<file path="config.mk">
export PLATFORM = sky130hd
export DESIGN_NAME = li_ion_charge_sequencer
export DESIGN_NICKNAME = d
export VERILOG_FILES = /design/src/charge_seq_pkg.sv /design/src/batt_temp_window.sv /design/src/li_ion_charge_sequencer.sv
export SDC_FILE = /design/constraint.sdc
export NUM_CORES = 1
export LEC_CHECK = 0
export BUFFER_PORTS_ARGS = -buffer_cell sky130_fd_sc_hd__buf_2
export CORE_UTILIZATION = 35
export CTS_BUF_LIST = sky130_fd_sc_hd__clkbuf_2
export CTS_CLUSTER_SIZE = 12
export DETAILED_ROUTE_END_ITERATION = 8
export PLACE_DENSITY_LB_ADDON = 0.12
export SLEW_MARGIN = 10
export SYNTH_ARGS = -nofsm -noshare
export SYNTH_HDL_FRONTEND = slang
export SYNTH_SLANG_ARGS = --single-unit
</file>
<file path="constraint.sdc">
create_clock -name i_clk -period 12.26 [get_ports i_clk]
set_input_delay 0 -clock i_clk [delete_from_list [all_inputs] [get_ports i_clk]]
set_output_delay 0 -clock i_clk [all_outputs]
set_load 0.02 [all_outputs]
</file>
<file path="src/charge_seq_pkg.sv">
// constants, register layout and state type for the single-cell charge sequencer
// assumes a 10 MHz system clock and a simple byte-wide register port
`default_nettype none
package charge_seq_pkg;
    localparam int CLK_HZ = 10_000_000;
    localparam int SEC_PER_MIN = 60;
    localparam int MIN_PER_HOUR = 60;
    localparam int PREQUAL_LIMIT_H = 1;
    localparam int SAFETY_LIMIT_H = 10;
    localparam int TOPOFF_MIN = 21;
    localparam int PREQUAL_LIMIT_S = PREQUAL_LIMIT_H * MIN_PER_HOUR * SEC_PER_MIN;
    localparam int SAFETY_LIMIT_S = SAFETY_LIMIT_H * MIN_PER_HOUR * SEC_PER_MIN;
    localparam int TOPOFF_S = TOPOFF_MIN * SEC_PER_MIN;
    localparam int SEC_W = 16;

    localparam logic [7:0] ADDR_CHARGE_CONTROL = 8'h01;
    localparam logic [7:0] ADDR_CHARGER_SUPERVISOR = 8'h02;

    // charge_control fields
    localparam int CTL_TERM_HI = 7;
    localparam int CTL_TERM_LO = 6;
    localparam int CTL_ICC_HI = 5;
    localparam int CTL_ICC_LO = 2;
    localparam int CTL_EN_BIT = 1;
    localparam int CTL_EOC_BIT = 0;
    localparam logic [7:0] CTL_RESET = 8'h43;

    // charger_supervisor fields
    localparam int SPV_LED_CUR_BIT = 5;
    localparam int SPV_LED_EN_BIT = 4;
    localparam int SPV_RANGE_BIT = 3;
    localparam logic [2:0] SPV_RW_RESET = 3'h6;

    localparam logic [1:0] TERM_4V10 = 2'h0;
    localparam logic [1:0] TERM_4V20 = 2'h1;
    localparam logic [1:0] TERM_4V38 = 2'h2;
    localparam logic [12:0] MV_3900 = 13'h0F3C;
    localparam logic [12:0] MV_4000 = 13'h0FA0;
    localparam logic [12:0] MV_4100 = 13'h1004;
    localparam logic [12:0] MV_4200 = 13'h1068;
    localparam logic [12:0] MV_4380 = 13'h111C;

    localparam logic [3:0] ICC_MAX_CODE = 4'h9;
    localparam int ICC_STEP_MA = 100;
    localparam logic [10:0] USB_PREQUAL_MA = 11'h032;
    localparam int PREQUAL_DIV = 10;
    localparam int EOC_DIV_LOW = 20;
    localparam int EOC_DIV_HIGH = 10;

    localparam logic [2:0] CODE_OFF = 3'h0;
    localparam logic [2:0] CODE_PREQUAL = 3'h1;
    localparam logic [2:0] CODE_CC = 3'h2;
    localparam logic [2:0] CODE_CV = 3'h3;
    localparam logic [2:0] CODE_ERROR = 3'h4;
    localparam logic [2:0] CODE_DONE = 3'h5;
    localparam logic [2:0] CODE_TIMER = 3'h6;
    localparam logic [2:0] CODE_TOPOFF = 3'h7;

    typedef enum {ST_OFF, ST_PREQUAL, ST_CC, ST_CV, ST_TOPOFF, ST_DONE, ST_TEMP_ERR,
                  ST_TIMER_EXP} charge_state_t;
endpackage : charge_seq_pkg
`default_nettype wire

</file>
<file path="src/batt_temp_window.sv">
// battery temperature window with hysteresis from the thermistor comparators
// assumes comparator levels are synchronous to i_clk; float flag is a comparator too
`default_nettype none
module batt_temp_window (
    input wire logic i_clk,
    input wire logic i_rst_n,
    input wire logic i_range45,
    input wire logic i_cold_trip,
    input wire logic i_cold_clear,
    input wire logic i_hot45_trip,
    input wire logic i_hot45_clear,
    input wire logic i_hot50_trip,
    input wire logic i_hot50_clear,
    input wire logic i_ts_float,
    output logic o_in_range
);
    logic trip;
    logic release_ok;

    // a floating thermistor counts as past the limit
    assign trip = i_ts_float | i_cold_trip | (i_range45 ? i_hot45_trip : i_hot50_trip);
    // the clear comparators sit 3 degrees inside each threshold
    assign release_ok = !i_ts_float & i_cold_clear &
                        (i_range45 ? i_hot45_clear : i_hot50_clear);

    always_ff @(posedge i_clk or negedge i_rst_n) begin
        if (!i_rst_n) begin
            o_in_range <= 1'b0;
        end else if (trip) begin
            o_in_range <= 1'b0;
        end else if (release_ok) begin
            o_in_range <= 1'b1;
        end
    end
endmodule : batt_temp_window
`default_nettype wire

</file>
<file path="src/li_ion_charge_sequencer.sv">
// charge state sequencer, safety timer and charger registers
// assumes comparator inputs and register strobes are synchronous to i_clk
//
// Behaviour
// - termination code 00/01/10, reset 01
// - current code in 100 mA steps, reset 0000
// - enable clear halts charging, state zero
// - end-of-charge threshold 5% or 10%, reset 10%
// - prequal at 10% adapter or 50 mA USB
// - prequal exit goes to constant current
// - termination voltage reached goes constant voltage
// - end-of-charge starts 21 minute top-off, code 111
// - cycle complete disables charging, code 101
// - below restart resumes constant current directly
// - range bit selects 50 or 45 degrees
// - temperature out of window suspends, code 100
// - three degrees hysteresis on each threshold
// - floating thermistor treated as out of range
// - prequal limited to one hour
// - total charging limited to ten hours
// - timer expiry raises interrupt, visible to software
// - timer restarts on source, recharge, enable toggle
// - timer restarts after shutdown, temperature, suspend
// - restart threshold follows termination voltage
// - adapter takes priority over USB
`default_nettype none
module li_ion_charge_sequencer
    import charge_seq_pkg::*;
#(
    parameter int CYCLES_PER_SEC = CLK_HZ
) (
    input wire logic i_clk,
    input wire logic i_rstn,
    input wire logic i_reg_wr,
    input wire logic i_reg_rd,
    input wire logic [7:0] i_reg_addr,
    input wire logic [7:0] i_reg_wdata,
    input wire logic i_adapter_supply_input,
    input wire logic i_usb_supply_input,
    input wire logic i_usb_suspend_input,
    input wire logic i_batt_above_fullrate,
    input wire logic i_batt_at_term,
    input wire logic i_batt_below_restart,
    input wire logic i_eoc_reached,
    input wire logic i_thermal_shutdown,
    input wire logic i_cold_trip,
    input wire logic i_cold_clear,
    input wire logic i_hot45_trip,
    input wire logic i_hot45_clear,
    input wire logic i_hot50_trip,
    input wire logic i_hot50_clear,
    input wire logic i_ts_float,
    output logic [7:0] o_reg_rdata,
    output logic [2:0] o_charge_state,
    output logic o_charge_pass_transistor,
    output logic o_charge_from_usb,
    output logic [10:0] o_charge_current_ma,
    output logic [10:0] o_eoc_current_ma,
    output logic [12:0] o_term_mv,
    output logic [12:0] o_recharge_threshold_mv,
    output logic o_led_enable,
    output logic o_led_current_high,
    output logic o_safety_timer_expired,
    output logic o_irq
);
    import charge_seq_pkg::*;

    function automatic logic [2:0] state_code(input charge_state_t s);
        case (s)
            ST_PREQUAL: state_code = CODE_PREQUAL;
            ST_CC: state_code = CODE_CC;
            ST_CV: state_code = CODE_CV;
            ST_TOPOFF: state_code = CODE_TOPOFF;
            ST_DONE: state_code = CODE_DONE;
            ST_TEMP_ERR: state_code = CODE_ERROR;
            ST_TIMER_EXP: state_code = CODE_TIMER;
            default: state_code = CODE_OFF;
        endcase
    endfunction : state_code

    function automatic logic [10:0] icc_ma(input logic [3:0] code);
        logic [3:0] c;
        c = (code > ICC_MAX_CODE) ? ICC_MAX_CODE : code;
        icc_ma = 11'((int'(c) + 1) * ICC_STEP_MA);
    endfunction : icc_ma

    function automatic logic [12:0] term_mv(input logic [1:0] code);
        // reserved code falls back to the reset selection
        if (code == TERM_4V10) begin
            term_mv = MV_4100;
        end else if (code == TERM_4V38) begin
            term_mv = MV_4380;
        end else begin
            term_mv = MV_4200;
        end
    endfunction : term_mv

    function automatic logic [12:0] restart_mv(input logic [1:0] code);
        if (code == TERM_4V10) begin
            restart_mv = MV_3900;
        end else if (code == TERM_4V38) begin
            restart_mv = MV_4200;
        end else begin
            restart_mv = MV_4000;
        end
    endfunction : restart_mv

    logic [1:0] rst_sync;
    logic rst_n;
    logic [7:0] ctl;
    logic [2:0] spv;
    charge_state_t state;
    charge_state_t next_state;
    logic [23:0] div_cnt;
    logic sec_tick;
    logic [SEC_W-1:0] safety_sec;
    logic [SEC_W-1:0] topoff_sec;
    logic src_prev;
    logic usb_prev;
    logic en_prev;
    logic tsd_prev;
    logic temp_prev;
    logic susp_prev;
    logic temp_ok;
    logic src;
    logic use_usb;
    logic en;
    logic timer_restart;
    logic expire;
    logic charging;
    logic [10:0] full_rate_current;

    // reset is released through two flops so its removal is clean
    always_ff @(posedge i_clk or negedge i_rstn) begin
        if (!i_rstn) begin
            rst_sync <= 2'b00;
        end else begin
            rst_sync <= {rst_sync[0], 1'b1};
        end
    end
    assign rst_n = rst_sync[1];

    batt_temp_window u_temp (
        .i_clk(i_clk),
        .i_rst_n(rst_n),
        .i_range45(spv[0]),
        .i_cold_trip(i_cold_trip),
        .i_cold_clear(i_cold_clear),
        .i_hot45_trip(i_hot45_trip),
        .i_hot45_clear(i_hot45_clear),
        .i_hot50_trip(i_hot50_trip),
        .i_hot50_clear(i_hot50_clear),
        .i_ts_float(i_ts_float),
        .o_in_range(temp_ok)
    );

    assign src = i_adapter_supply_input | (i_usb_supply_input & !i_usb_suspend_input);
    assign use_usb = !i_adapter_supply_input;
    assign en = ctl[CTL_EN_BIT];
    assign full_rate_current = icc_ma(ctl[CTL_ICC_HI:CTL_ICC_LO]);

    // register writes; supervisor status bits are read only
    always_ff @(posedge i_clk or negedge rst_n) begin
        if (!rst_n) begin
            ctl <= CTL_RESET;
            spv <= SPV_RW_RESET;
        end else if (i_reg_wr) begin
            if (i_reg_addr == ADDR_CHARGE_CONTROL) begin
                ctl <= i_reg_wdata;
            end else if (i_reg_addr == ADDR_CHARGER_SUPERVISOR) begin
                spv <= i_reg_wdata[SPV_LED_CUR_BIT:SPV_RANGE_BIT];
            end
        end
    end

    always_ff @(posedge i_clk or negedge rst_n) begin
        if (!rst_n) begin
            o_reg_rdata <= 8'h00;
        end else if (i_reg_rd) begin
            if (i_reg_addr == ADDR_CHARGE_CONTROL) begin
                o_reg_rdata <= ctl;
            end else if (i_reg_addr == ADDR_CHARGER_SUPERVISOR) begin
                o_reg_rdata <= {2'b00, spv, state_code(state)};
            end else begin
                o_reg_rdata <= 8'h00;
            end
        end
    end

    // one-second enable keeps the hour-scale counters narrow
    always_ff @(posedge i_clk or negedge rst_n) begin
        if (!rst_n) begin
            div_cnt <= 24'h00_0000;
            sec_tick <= 1'b0;
        end else if (div_cnt == 24'(CYCLES_PER_SEC - 1)) begin
            div_cnt <= 24'h00_0000;
            sec_tick <= 1'b1;
        end else begin
            div_cnt <= div_cnt + 24'h00_0001;
            sec_tick <= 1'b0;
        end
    end

    always_ff @(posedge i_clk or negedge rst_n) begin
        if (!rst_n) begin
            src_prev <= 1'b0;
            usb_prev <= 1'b0;
            en_prev <= 1'b1;
            tsd_prev <= 1'b0;
            temp_prev <= 1'b0;
            susp_prev <= 1'b0;
        end else begin
            src_prev <= src;
            usb_prev <= use_usb;
            en_prev <= en;
            tsd_prev <= i_thermal_shutdown;
            temp_prev <= temp_ok;
            susp_prev <= i_usb_suspend_input;
        end
    end

    always_comb begin
        timer_restart = (src & !src_prev)
            | (src & src_prev & (use_usb != usb_prev))
            | (state == ST_DONE & i_batt_below_restart & en)
            | (en & !en_prev)
            | (!i_thermal_shutdown & tsd_prev)
            | (temp_ok & !temp_prev & en)
            | (!i_usb_suspend_input & susp_prev & use_usb);
    end

    assign charging = (state == ST_PREQUAL) | (state == ST_CC) | (state == ST_CV) |
                      (state == ST_TOPOFF);

    // the one counter covers prequal and the rest, so the ten hour limit
    // already subtracts time spent in prequal
    assign expire = charging & ((state == ST_PREQUAL) ?
                    (safety_sec >= SEC_W'(PREQUAL_LIMIT_S)) :
                    (safety_sec >= SEC_W'(SAFETY_LIMIT_S)));

    always_ff @(posedge i_clk or negedge rst_n) begin
        if (!rst_n) begin
            safety_sec <= '0;
        end else if (timer_restart) begin
            safety_sec <= '0;
        end else if (charging & sec_tick & !expire) begin
            safety_sec <= safety_sec + SEC_W'(1);
        end
    end

    always_ff @(posedge i_clk or negedge rst_n) begin
        if (!rst_n) begin
            topoff_sec <= '0;
        end else if (state != ST_TOPOFF) begin
            topoff_sec <= '0;
        end else if (sec_tick) begin
            topoff_sec <= topoff_sec + SEC_W'(1);
        end
    end

    always_comb begin
        next_state = state;
        if (!src || !en) begin
            next_state = ST_OFF;
        end else if (state == ST_TIMER_EXP && !timer_restart) begin
            next_state = ST_TIMER_EXP;
        end else if (state == ST_DONE) begin
            if (i_batt_below_restart) begin
                next_state = ST_CC;
            end
        end else if (!temp_ok || i_thermal_shutdown) begin
            next_state = ST_TEMP_ERR;
        end else if (expire) begin
            next_state = ST_TIMER_EXP;
        end else begin
            case (state)
                ST_PREQUAL: begin
                    if (i_batt_above_fullrate) begin
                        next_state = ST_CC;
                    end
                end
                ST_CC: begin
                    if (i_batt_at_term) begin
                        next_state = ST_CV;
                    end
                end
                ST_CV: begin
                    if (i_eoc_reached) begin
                        next_state = ST_TOPOFF;
                    end
                end
                ST_TOPOFF: begin
                    if (topoff_sec >= SEC_W'(TOPOFF_S)) begin
                        next_state = ST_DONE;
                    end
                end
                default: begin
                    next_state = i_batt_above_fullrate ? ST_CC : ST_PREQUAL;
                end
            endcase
        end
    end

    always_ff @(posedge i_clk or negedge rst_n) begin
        if (!rst_n) begin
            state <= ST_OFF;
            o_charge_state <= CODE_OFF;
        end else begin
            state <= next_state;
            o_charge_state <= state_code(next_state);
        end
    end

    // pass transistor and current setpoint follow the state being entered
    always_ff @(posedge i_clk or negedge rst_n) begin
        if (!rst_n) begin
            o_charge_pass_transistor <= 1'b0;
            o_charge_current_ma <= 11'h000;
        end else begin
            o_charge_pass_transistor <= (next_state == ST_PREQUAL) | (next_state == ST_CC) |
                (next_state == ST_CV) | (next_state == ST_TOPOFF);
            if (next_state == ST_PREQUAL) begin
                o_charge_current_ma <= use_usb ? USB_PREQUAL_MA :
                                       11'(full_rate_current / 11'(PREQUAL_DIV));
            end else begin
                o_charge_current_ma <= full_rate_current;
            end
        end
    end

    always_ff @(posedge i_clk or negedge rst_n) begin
        if (!rst_n) begin
            o_charge_from_usb <= 1'b0;
            o_eoc_current_ma <= 11'h000;
            o_term_mv <= MV_4200;
            o_recharge_threshold_mv <= MV_4000;
            o_led_enable <= 1'b1;
            o_led_current_high <= 1'b1;
        end else begin
            o_charge_from_usb <= use_usb & i_usb_supply_input;
            o_eoc_current_ma <= ctl[CTL_EOC_BIT] ? 11'(full_rate_current / 11'(EOC_DIV_HIGH)) :
                                11'(full_rate_current / 11'(EOC_DIV_LOW));
            o_term_mv <= term_mv(ctl[CTL_TERM_HI:CTL_TERM_LO]);
            o_recharge_threshold_mv <= restart_mv(ctl[CTL_TERM_HI:CTL_TERM_LO]);
            o_led_enable <= spv[SPV_LED_EN_BIT - SPV_RANGE_BIT];
            o_led_current_high <= spv[SPV_LED_CUR_BIT - SPV_RANGE_BIT];
        end
    end

    // expiry flag stays up until a restart event; the pulse marks the moment
    always_ff @(posedge i_clk or negedge rst_n) begin
        if (!rst_n) begin
            o_safety_timer_expired <= 1'b0;
            o_irq <= 1'b0;
        end else begin
            o_irq <= expire & (next_state == ST_TIMER_EXP);
            if (expire & (next_state == ST_TIMER_EXP)) begin
                o_safety_timer_expired <= 1'b1;
            end else if (timer_restart) begin
                o_safety_timer_expired <= 1'b0;
            end
        end
    end
endmodule : li_ion_charge_sequencer
`default_nettype wire

</file>
==> impl_metrics.py, run 1 <==
metrics = {
    "placed_design": {
        "dp_slack_ps": 5120,
        "globalplace.congestion": 0.871,
        "portBuffers": 86,
        "dp_hpwl_um": 15200,
        "placed_cell_area_um2": 9320,
        "dpl.cell_count": 1293,
    },
    "drt": {
        "vias_per_cell": 5.04,
        "drt_pre_antenna_iters": 5,
        "dr_total_vias": 6918,
        "route.detailed.drc": 0,
        "routedWlPerCell_um": 15.4,
        "routed_wl_um": 21100,
        "drtAntennaViolNets": 0,
        "drtIter0Drc": 473,
    },
    "hold_path": {
        "worstHoldPathType": "in -> reg",
    },
    "floorplanning": {
        "core_area_um2": 23800,
        "die_h_um": 159,
        "ios": 100,
        "dieArea_um2": 25100,
        "num_rows": 56,
        "start_util_pct": 36.1,
        "fp.dieW_um": 159,
    },
    "pwr": {
        "p_int_uw": 798,
        "power_frac_seq_pct": 43.0,
        "ir_drop_mv": 0.0638,
        "p_leak_uw": 0.00448,
        "p_switching_uw": 451,
        "cellPowerDensity_nw_per_um2": 124,
        "comb_power_share_pct": 29.1,
        "clkPwrFrac_pct": 27.8,
        "swShare_pct": 36.1,
    },
    "worst_setup_path": {
        "path_buf_inv": 3,
        "critPathLaunch": "ctl[3]",
        "cp_top_family": "compound AO/OA/AOI/OAI gates",
        "cp_max_fo": 13,
        "reg2reg_to": "o_charge_current_ma[3]",
        "worst_setup_path_end_kind": "flip-flop",
        "cp.depth": 23,
        "reg2reg_depth": 23,
        "startpoint_type": "flip-flop",
        "cp.arrival_ps": 7930,
        "timing.rr.start": "ctl[3]",
        "cp_slowest_stage_delay_ps": 920,
        "crit_path_end": "o_charge_current_ma[3]",
        "slowest_stage": "fa_1",
        "path_cells": "or2_2 -> a21o_1 -> ha_1 -> or2_2 -> nand2_1 -> inv_1 -> ha_1 -> ha_1 -> inv_1 -> fa_1 -> inv_1 -> nor2_1 -> a211oi_1 -> a21oi_2 -> a21o_2 -> o22ai_2 -> o211a_1 -> o311ai_1 -> a32o_1 -> nand2b_2 -> o221a_1 -> a2111oi_2 -> o31ai_1",
        "worst-setup-path-type": "reg -> reg",
        "cp.required_ps": 12870,
        "r2r_slack_ps": 4940,
    },
    "clock_network": {
        "cts_max_level": 4,
        "cts_buffers": 17,
        "clk_pin_slew_ps": 240,
        "cts_root_buf": "clkbuf_2",
        "clkSinkCount": 151,
        "cts_tree": "done",
        "post_cts_buffers": 0,
        "cts.path.max_buffers": 2,
        "clock_latency_ps": 740,
        "ctsResizeCount": 0,
    },
    "synthesis": {
        "synth_flop_cell": "dfrtp_1",
        "yosys.area.top_type": "dfrtp_1",
        "ys_async_sr_fraction_pct": 100,
        "synth_cells": 889,
        "yosys-top-cells-area": "dfrtp_1, nor2_1, nand2_1",
        "ys_warn_count": 0,
        "synth_area_um2": 8580,
        "yosysUniqueCellTypes": 97,
        "synth_edf_count": 0,
        "synthTopCellsByCount": "dfrtp_1, nor2_1, nand2_1",
        "yosys_register_bits": 151,
        "syn_area_per_cell_um2": 9.65,
        "yosysMostFrequentCell": "dfrtp_1",
        "yosysSeqAreaShare_pct": 44.2,
        "synth_top_area_share_pct": 40.8,
    },
    "sta": {
        "slew-limit-headroom_pct": 35.6,
        "slew_violations": 0,
        "timing.final.crit_share_pct": 59.7,
        "finalWorstSetupSlack_ps": 4940,
        "worstMarginPinSlew_ps": 966,
        "layout_min_cycle_time_ps": 7320,
        "timing.fmax_ghz": 0.137,
        "hold_viol_final": 0,
        "rsz0062_at_grt": "no",
        "skew_ps": 51.6,
        "setup_violations": 0,
        "tns_ps": 0,
    },
    "finish": {
        "nFillCells": 2342,
        "final_core_util_pct": 42.5,
        "syn2layout_area_growth_pct": 17.7,
        "nets": 1099,
        "drive_gt1_share_pct": 18.0,
        "fin_cells": 1373,
        "stdcell_area_um2": 10100,
    },
    "status": {
        "status": "finished, final reports clean",
    },
    "grt": {
        "grt_pass1_wl_um": 34200,
        "antenna_found_initial": 1,
        "grt-ovfl-total": 0,
        "groute.usage.overall_pct": 17.4,
        "grt_pass1_vias": 6572,
        "grt_max_degree": 80,
    },
    "run": {
        "cap_violations": 0,
    },
}
[power by group through the flow]
stage / logic [uW] / clock network [uW] / registers, uW
after floorplan: 245 / 0 / 565
after global placement: 353 / 0 / 547
after detailed placement: 348 / 0 / 547
after CTS: 360 / 362 / 539
after global routing: 400 / 380 / 542
final: 364 / 348 / 538
[routing by layer]
layer / global-route usage (%) / up-vias / wire length, um
met3: 2.48 / 8 / 610
li1: - / 3418 / -
met2: 27.0 / 128 / 9780
met1: 25.3 / 3364 / 10600
met4: 4.62 / 0 / 175
met5: 0 / - / 0
[sequential cells by signal, summed over array words and instances, names as in the netlist, 8 cells and up]
signal,cells
state,32
div_cnt,24
safety_sec,16
topoff_sec,16
o_charge_current_ma,11
ctl,8
o_eoc_current_ma,8
o_reg_rdata,8
[per-stage QoR]
| stage | hold WS (ps) | power (uW) |
|---|---|---|
| 2_1_floorplan | -296 | 810 |
| 3_3_place_gp | -215 | 900 |
| 3_5_place_dp | -214 | 895 |
| 4_1_cts | 13.7 | 1260 |
| 5_1_grt | 22.2 | 1320 |
| 6_report | 83.2 | 1250 |
[kinds of logic after synthesis]
kind of cell / count (synthesis) / share of synthesized area [%]
compound gates: 218 / 18.3
xor+xnor: 58 / 6.34
fa+ha+maj: 25 / 3.72
buf+inv: 79 / 4.72
flops: 151 / 44.2
mux: 19 / 2.41
other cells: 2 / 0.0875
simple gates: 337 / 20.2
[cell usage in the layout, fill, tap and decap left out, types with 17 or more instances in the layout]
cell type	instances
nand2_1	79
buf_2	86
nor2_1	99
dfrtp_1	139
dlygate4sd3_1	47
xor2_1	33
o21ai_0	36
nand4_1	17
nand3_1	24
ha_1	23
inv_1	31
a21oi_1	52
xnor2_1	22
conb_1	45
clkbuf_2	17
[how the worst min path moves through the flow]
stage                    from                        to  depth (start not counted)
2_1_floorplan          i_rstn               rst_sync[0]                          0
3_3_place_gp           i_rstn               rst_sync[0]                          1
3_5_place_dp           i_rstn               rst_sync[0]                          1
4_1_cts        i_batt_at_term  o_charge_pass_transistor                          8
5_1_grt        i_reg_wdata[5]                    ctl[5]                          3
6_report       i_reg_wdata[5]                    ctl[5]                          3
[worst min-delay path: stages]
cell and delay, ps:
dlygate4sd3_1 520, buf_2 120, mux2_2 150
[repair_timing]
action / CTS / global route
endpoints found under the setup margin: 0 / 0
hold buffers: 47 / 0
endpoints found under the hold margin: 45 / 0
[area by class of cell]
class                   count  area, um^2  share of cell area (%)
multi-input cells         702        4540                    45.0
flip-flops and latches    151        3800                    37.6
repair buffers            137         931                    9.21
well taps                 319         399                    3.95
clock inverters            15         229                    2.27
inverters                  31         116                    1.15
clock buffers              17        85.1                   0.842
diodes                      1        2.50                  0.0248
(Power assumes the default switching activity.)
==> inputs of run 2 (changes only) <==
==> constraint.sdc (replaced) <==
create_clock -name i_clk -period 6.9 [get_ports i_clk]
set_input_delay 0 -clock i_clk [delete_from_list [all_inputs] [get_ports i_clk]]
set_output_delay 0 -clock i_clk [all_outputs]
set_load 0.02 [all_outputs]
==> impl_metrics.py, run 2 (same netlist as run 1, synthesis figures left out) <==
metrics = {
    "clock_network": {
        "clk_pin_slew_ps": 250,
        "cts_buffers": 17,
        "cts.path.max_buffers": 2,
        "cts_max_level": 4,
        "cts_tree": "done",
        "clkSinkCount": 151,
        "cts_root_buf": "clkbuf_2",
        "clock_latency_ps": 710,
        "post_cts_buffers": 0,
    },
    "grt": {
        "antenna_found_initial": 1,
        "grt_max_degree": 63,
        "grt_pass1_vias": 6505,
        "grt_pass1_wl_um": 33500,
        "grt-ovfl-total": 0,
        "groute.usage.overall_pct": 17.2,
    },
    "floorplanning": {
        "ios": 100,
        "core_area_um2": 23800,
        "fp.dieW_um": 159,
        "die_h_um": 159,
        "dieArea_um2": 25100,
        "start_util_pct": 36.1,
        "num_rows": 56,
    },
    "hold_path": {
        "hold_depth": 3,
        "min_delay_worst_endpoint": "ctl[3]",
        "worstHoldStart": "i_reg_wdata[3]",
        "worstHoldPathType": "in -> reg",
    },
    "pwr": {
        "ir_drop_mv": 0.0916,
        "p_leak_uw": 0.00449,
        "cellPowerDensity_nw_per_um2": 204,
    },
    "sta": {
        "setup_violations": 0,
        "rsz0062_at_grt": "no",
        "tns_ps": 0,
        "timing.final.crit_share_pct": 93.0,
        "skew_ps": 44.6,
        "layout_min_cycle_time_ps": 6420,
        "worstMarginPinSlew_ps": 877,
        "slew-limit-headroom_pct": 40.9,
        "slew_violations": 0,
        "finalWorstSetupSlack_ps": 483,
        "timing.fmax_ghz": 0.156,
        "hold_viol_final": 0,
    },
    "finish": {
        "syn2layout_area_growth_pct": 17.8,
        "final_common_cell": "dfrtp_1",
        "regMostFlops": "state",
        "final_core_util_pct": 42.6,
        "nets": 1111,
        "drive_gt1_share_pct": 19.2,
        "largest_reg_flops": 32,
        "top_regs": "state x32, div_cnt x24",
        "final_cell_mix": "dfrtp_1, nor2_1, buf_2",
    },
    "status": {
        "status": "finished, final reports clean",
    },
    "drt": {
        "routedWlPerCell_um": 15.1,
        "drt_pre_antenna_iters": 5,
        "dr_total_vias": 6874,
        "vias_per_cell": 4.96,
        "route.detailed.drc": 0,
        "drtIter0Drc": 466,
        "drtAntennaViolNets": 0,
        "routed_wl_um": 21000,
    },
    "worst_setup_path": {
        "cp.arrival_ps": 7030,
        "startpoint_type": "flip-flop",
        "cp_max_fo": 13,
        "reg2reg_to": "o_charge_current_ma[3]",
        "r2r_slack_ps": 480,
        "reg2reg_depth": 23,
        "timing.rr.start": "ctl[4]",
        "worst_setup_path_end_kind": "flip-flop",
        "worst-setup-path-type": "reg -> reg",
        "cp.required_ps": 7520,
    },
    "placed_design": {
        "portBuffers": 86,
        "dp_slack_ps": 404,
        "globalplace.congestion": 0.894,
        "dp_hpwl_um": 15300,
    },
    "run": {
        "cap_violations": 0,
    },
}
-- run 2: repair_timing --
| item | CTS | global route |
|---|---|---|
| hold buffers | 47 | 0 |
| hold endpoints to repair | 47 | 0 |
| setup endpoints to repair | 0 | 4 |
| resized for setup | 0 | 3 |
-- run 2: worst max-delay path by stage --
stage                     startpoint                     end  slack (ps)  depth (start not counted)
after floorplan               ctl[3]  o_charge_current_ma[3]         920                         24
after global placement        ctl[4]  o_charge_current_ma[3]         490                         23
after detailed placement      ctl[4]  o_charge_current_ma[3]         400                         23
after CTS                     ctl[4]  o_charge_current_ma[3]         380                         23
after global routing          ctl[4]  o_charge_current_ma[3]          20                         23
final                         ctl[4]  o_charge_current_ma[3]         480                         23
-- run 2: final cells by class --
cell class | count | area (um^2)
Fill cell | 2290 | 13600
Multi-Input combinational cell | 702 | 4560
Sequential cell | 151 | 3800
Timing Repair Buffer | 149 | 1020
Tap cell | 319 | 399
Clock inverter | 13 | 119
Inverter | 31 | 116
Clock buffer | 19 | 95.1
Antenna cell | 1 | 2.50
-- run 2: layer usage --
layer / vias to the layer above / routed length [um] / global-route usage (%)
met5: - / 0 / 0
met4: 0 / 247 / 5.36
met3: 14 / 621 / 2.34
met2: 118 / 9800 / 27.3
met1: 3295 / 10300 / 24.2
li1: 3447 / - / -
-- run 2: critical path: stages, from the launching register on --
cell       delay [ps]
dfrtp_1           420
or2_2             290
a21o_1            250
ha_1              230
or2_2             300
nand2_1           120
inv_1             100
ha_1              290
ha_1              200
ha_1              180
ha_1              380
and3b_1           270
o21ai_4           250
and2_1            450
a21oi_2           200
a21o_2            260
o22ai_2           320
o211a_1           340
o21ai_2           170
maj3_2            330
mux2i_1           320
o21bai_1          140
a2111oi_2         410
o31ai_1           120
-- run 2: through the flow --
stage / instances / area [um^2] / power (uW) / hold slack [ps]
after global placement: 1305 / 9410 / 1610 / -214
after CTS: 1384 / 10100 / 2090 / 4.67
after floorplan: 932 / 8740 / 1440 / -296
after global routing: 1385 / 10100 / 2200 / 63.2
after detailed placement: 1305 / 9410 / 1600 / -212
final: 1385 / 10100 / 2070 / 121
-- run 2: report_power, final --
| part | internal (uW) | switching [uW] | total, uW |
|---|---|---|---|
| Combinational | 244 | 416 | 660 |
| Clock | 111 | 347 | 457 |
| Sequential | 929 | 20.9 | 949 |
| Total | 1280 | 784 | 2070 |
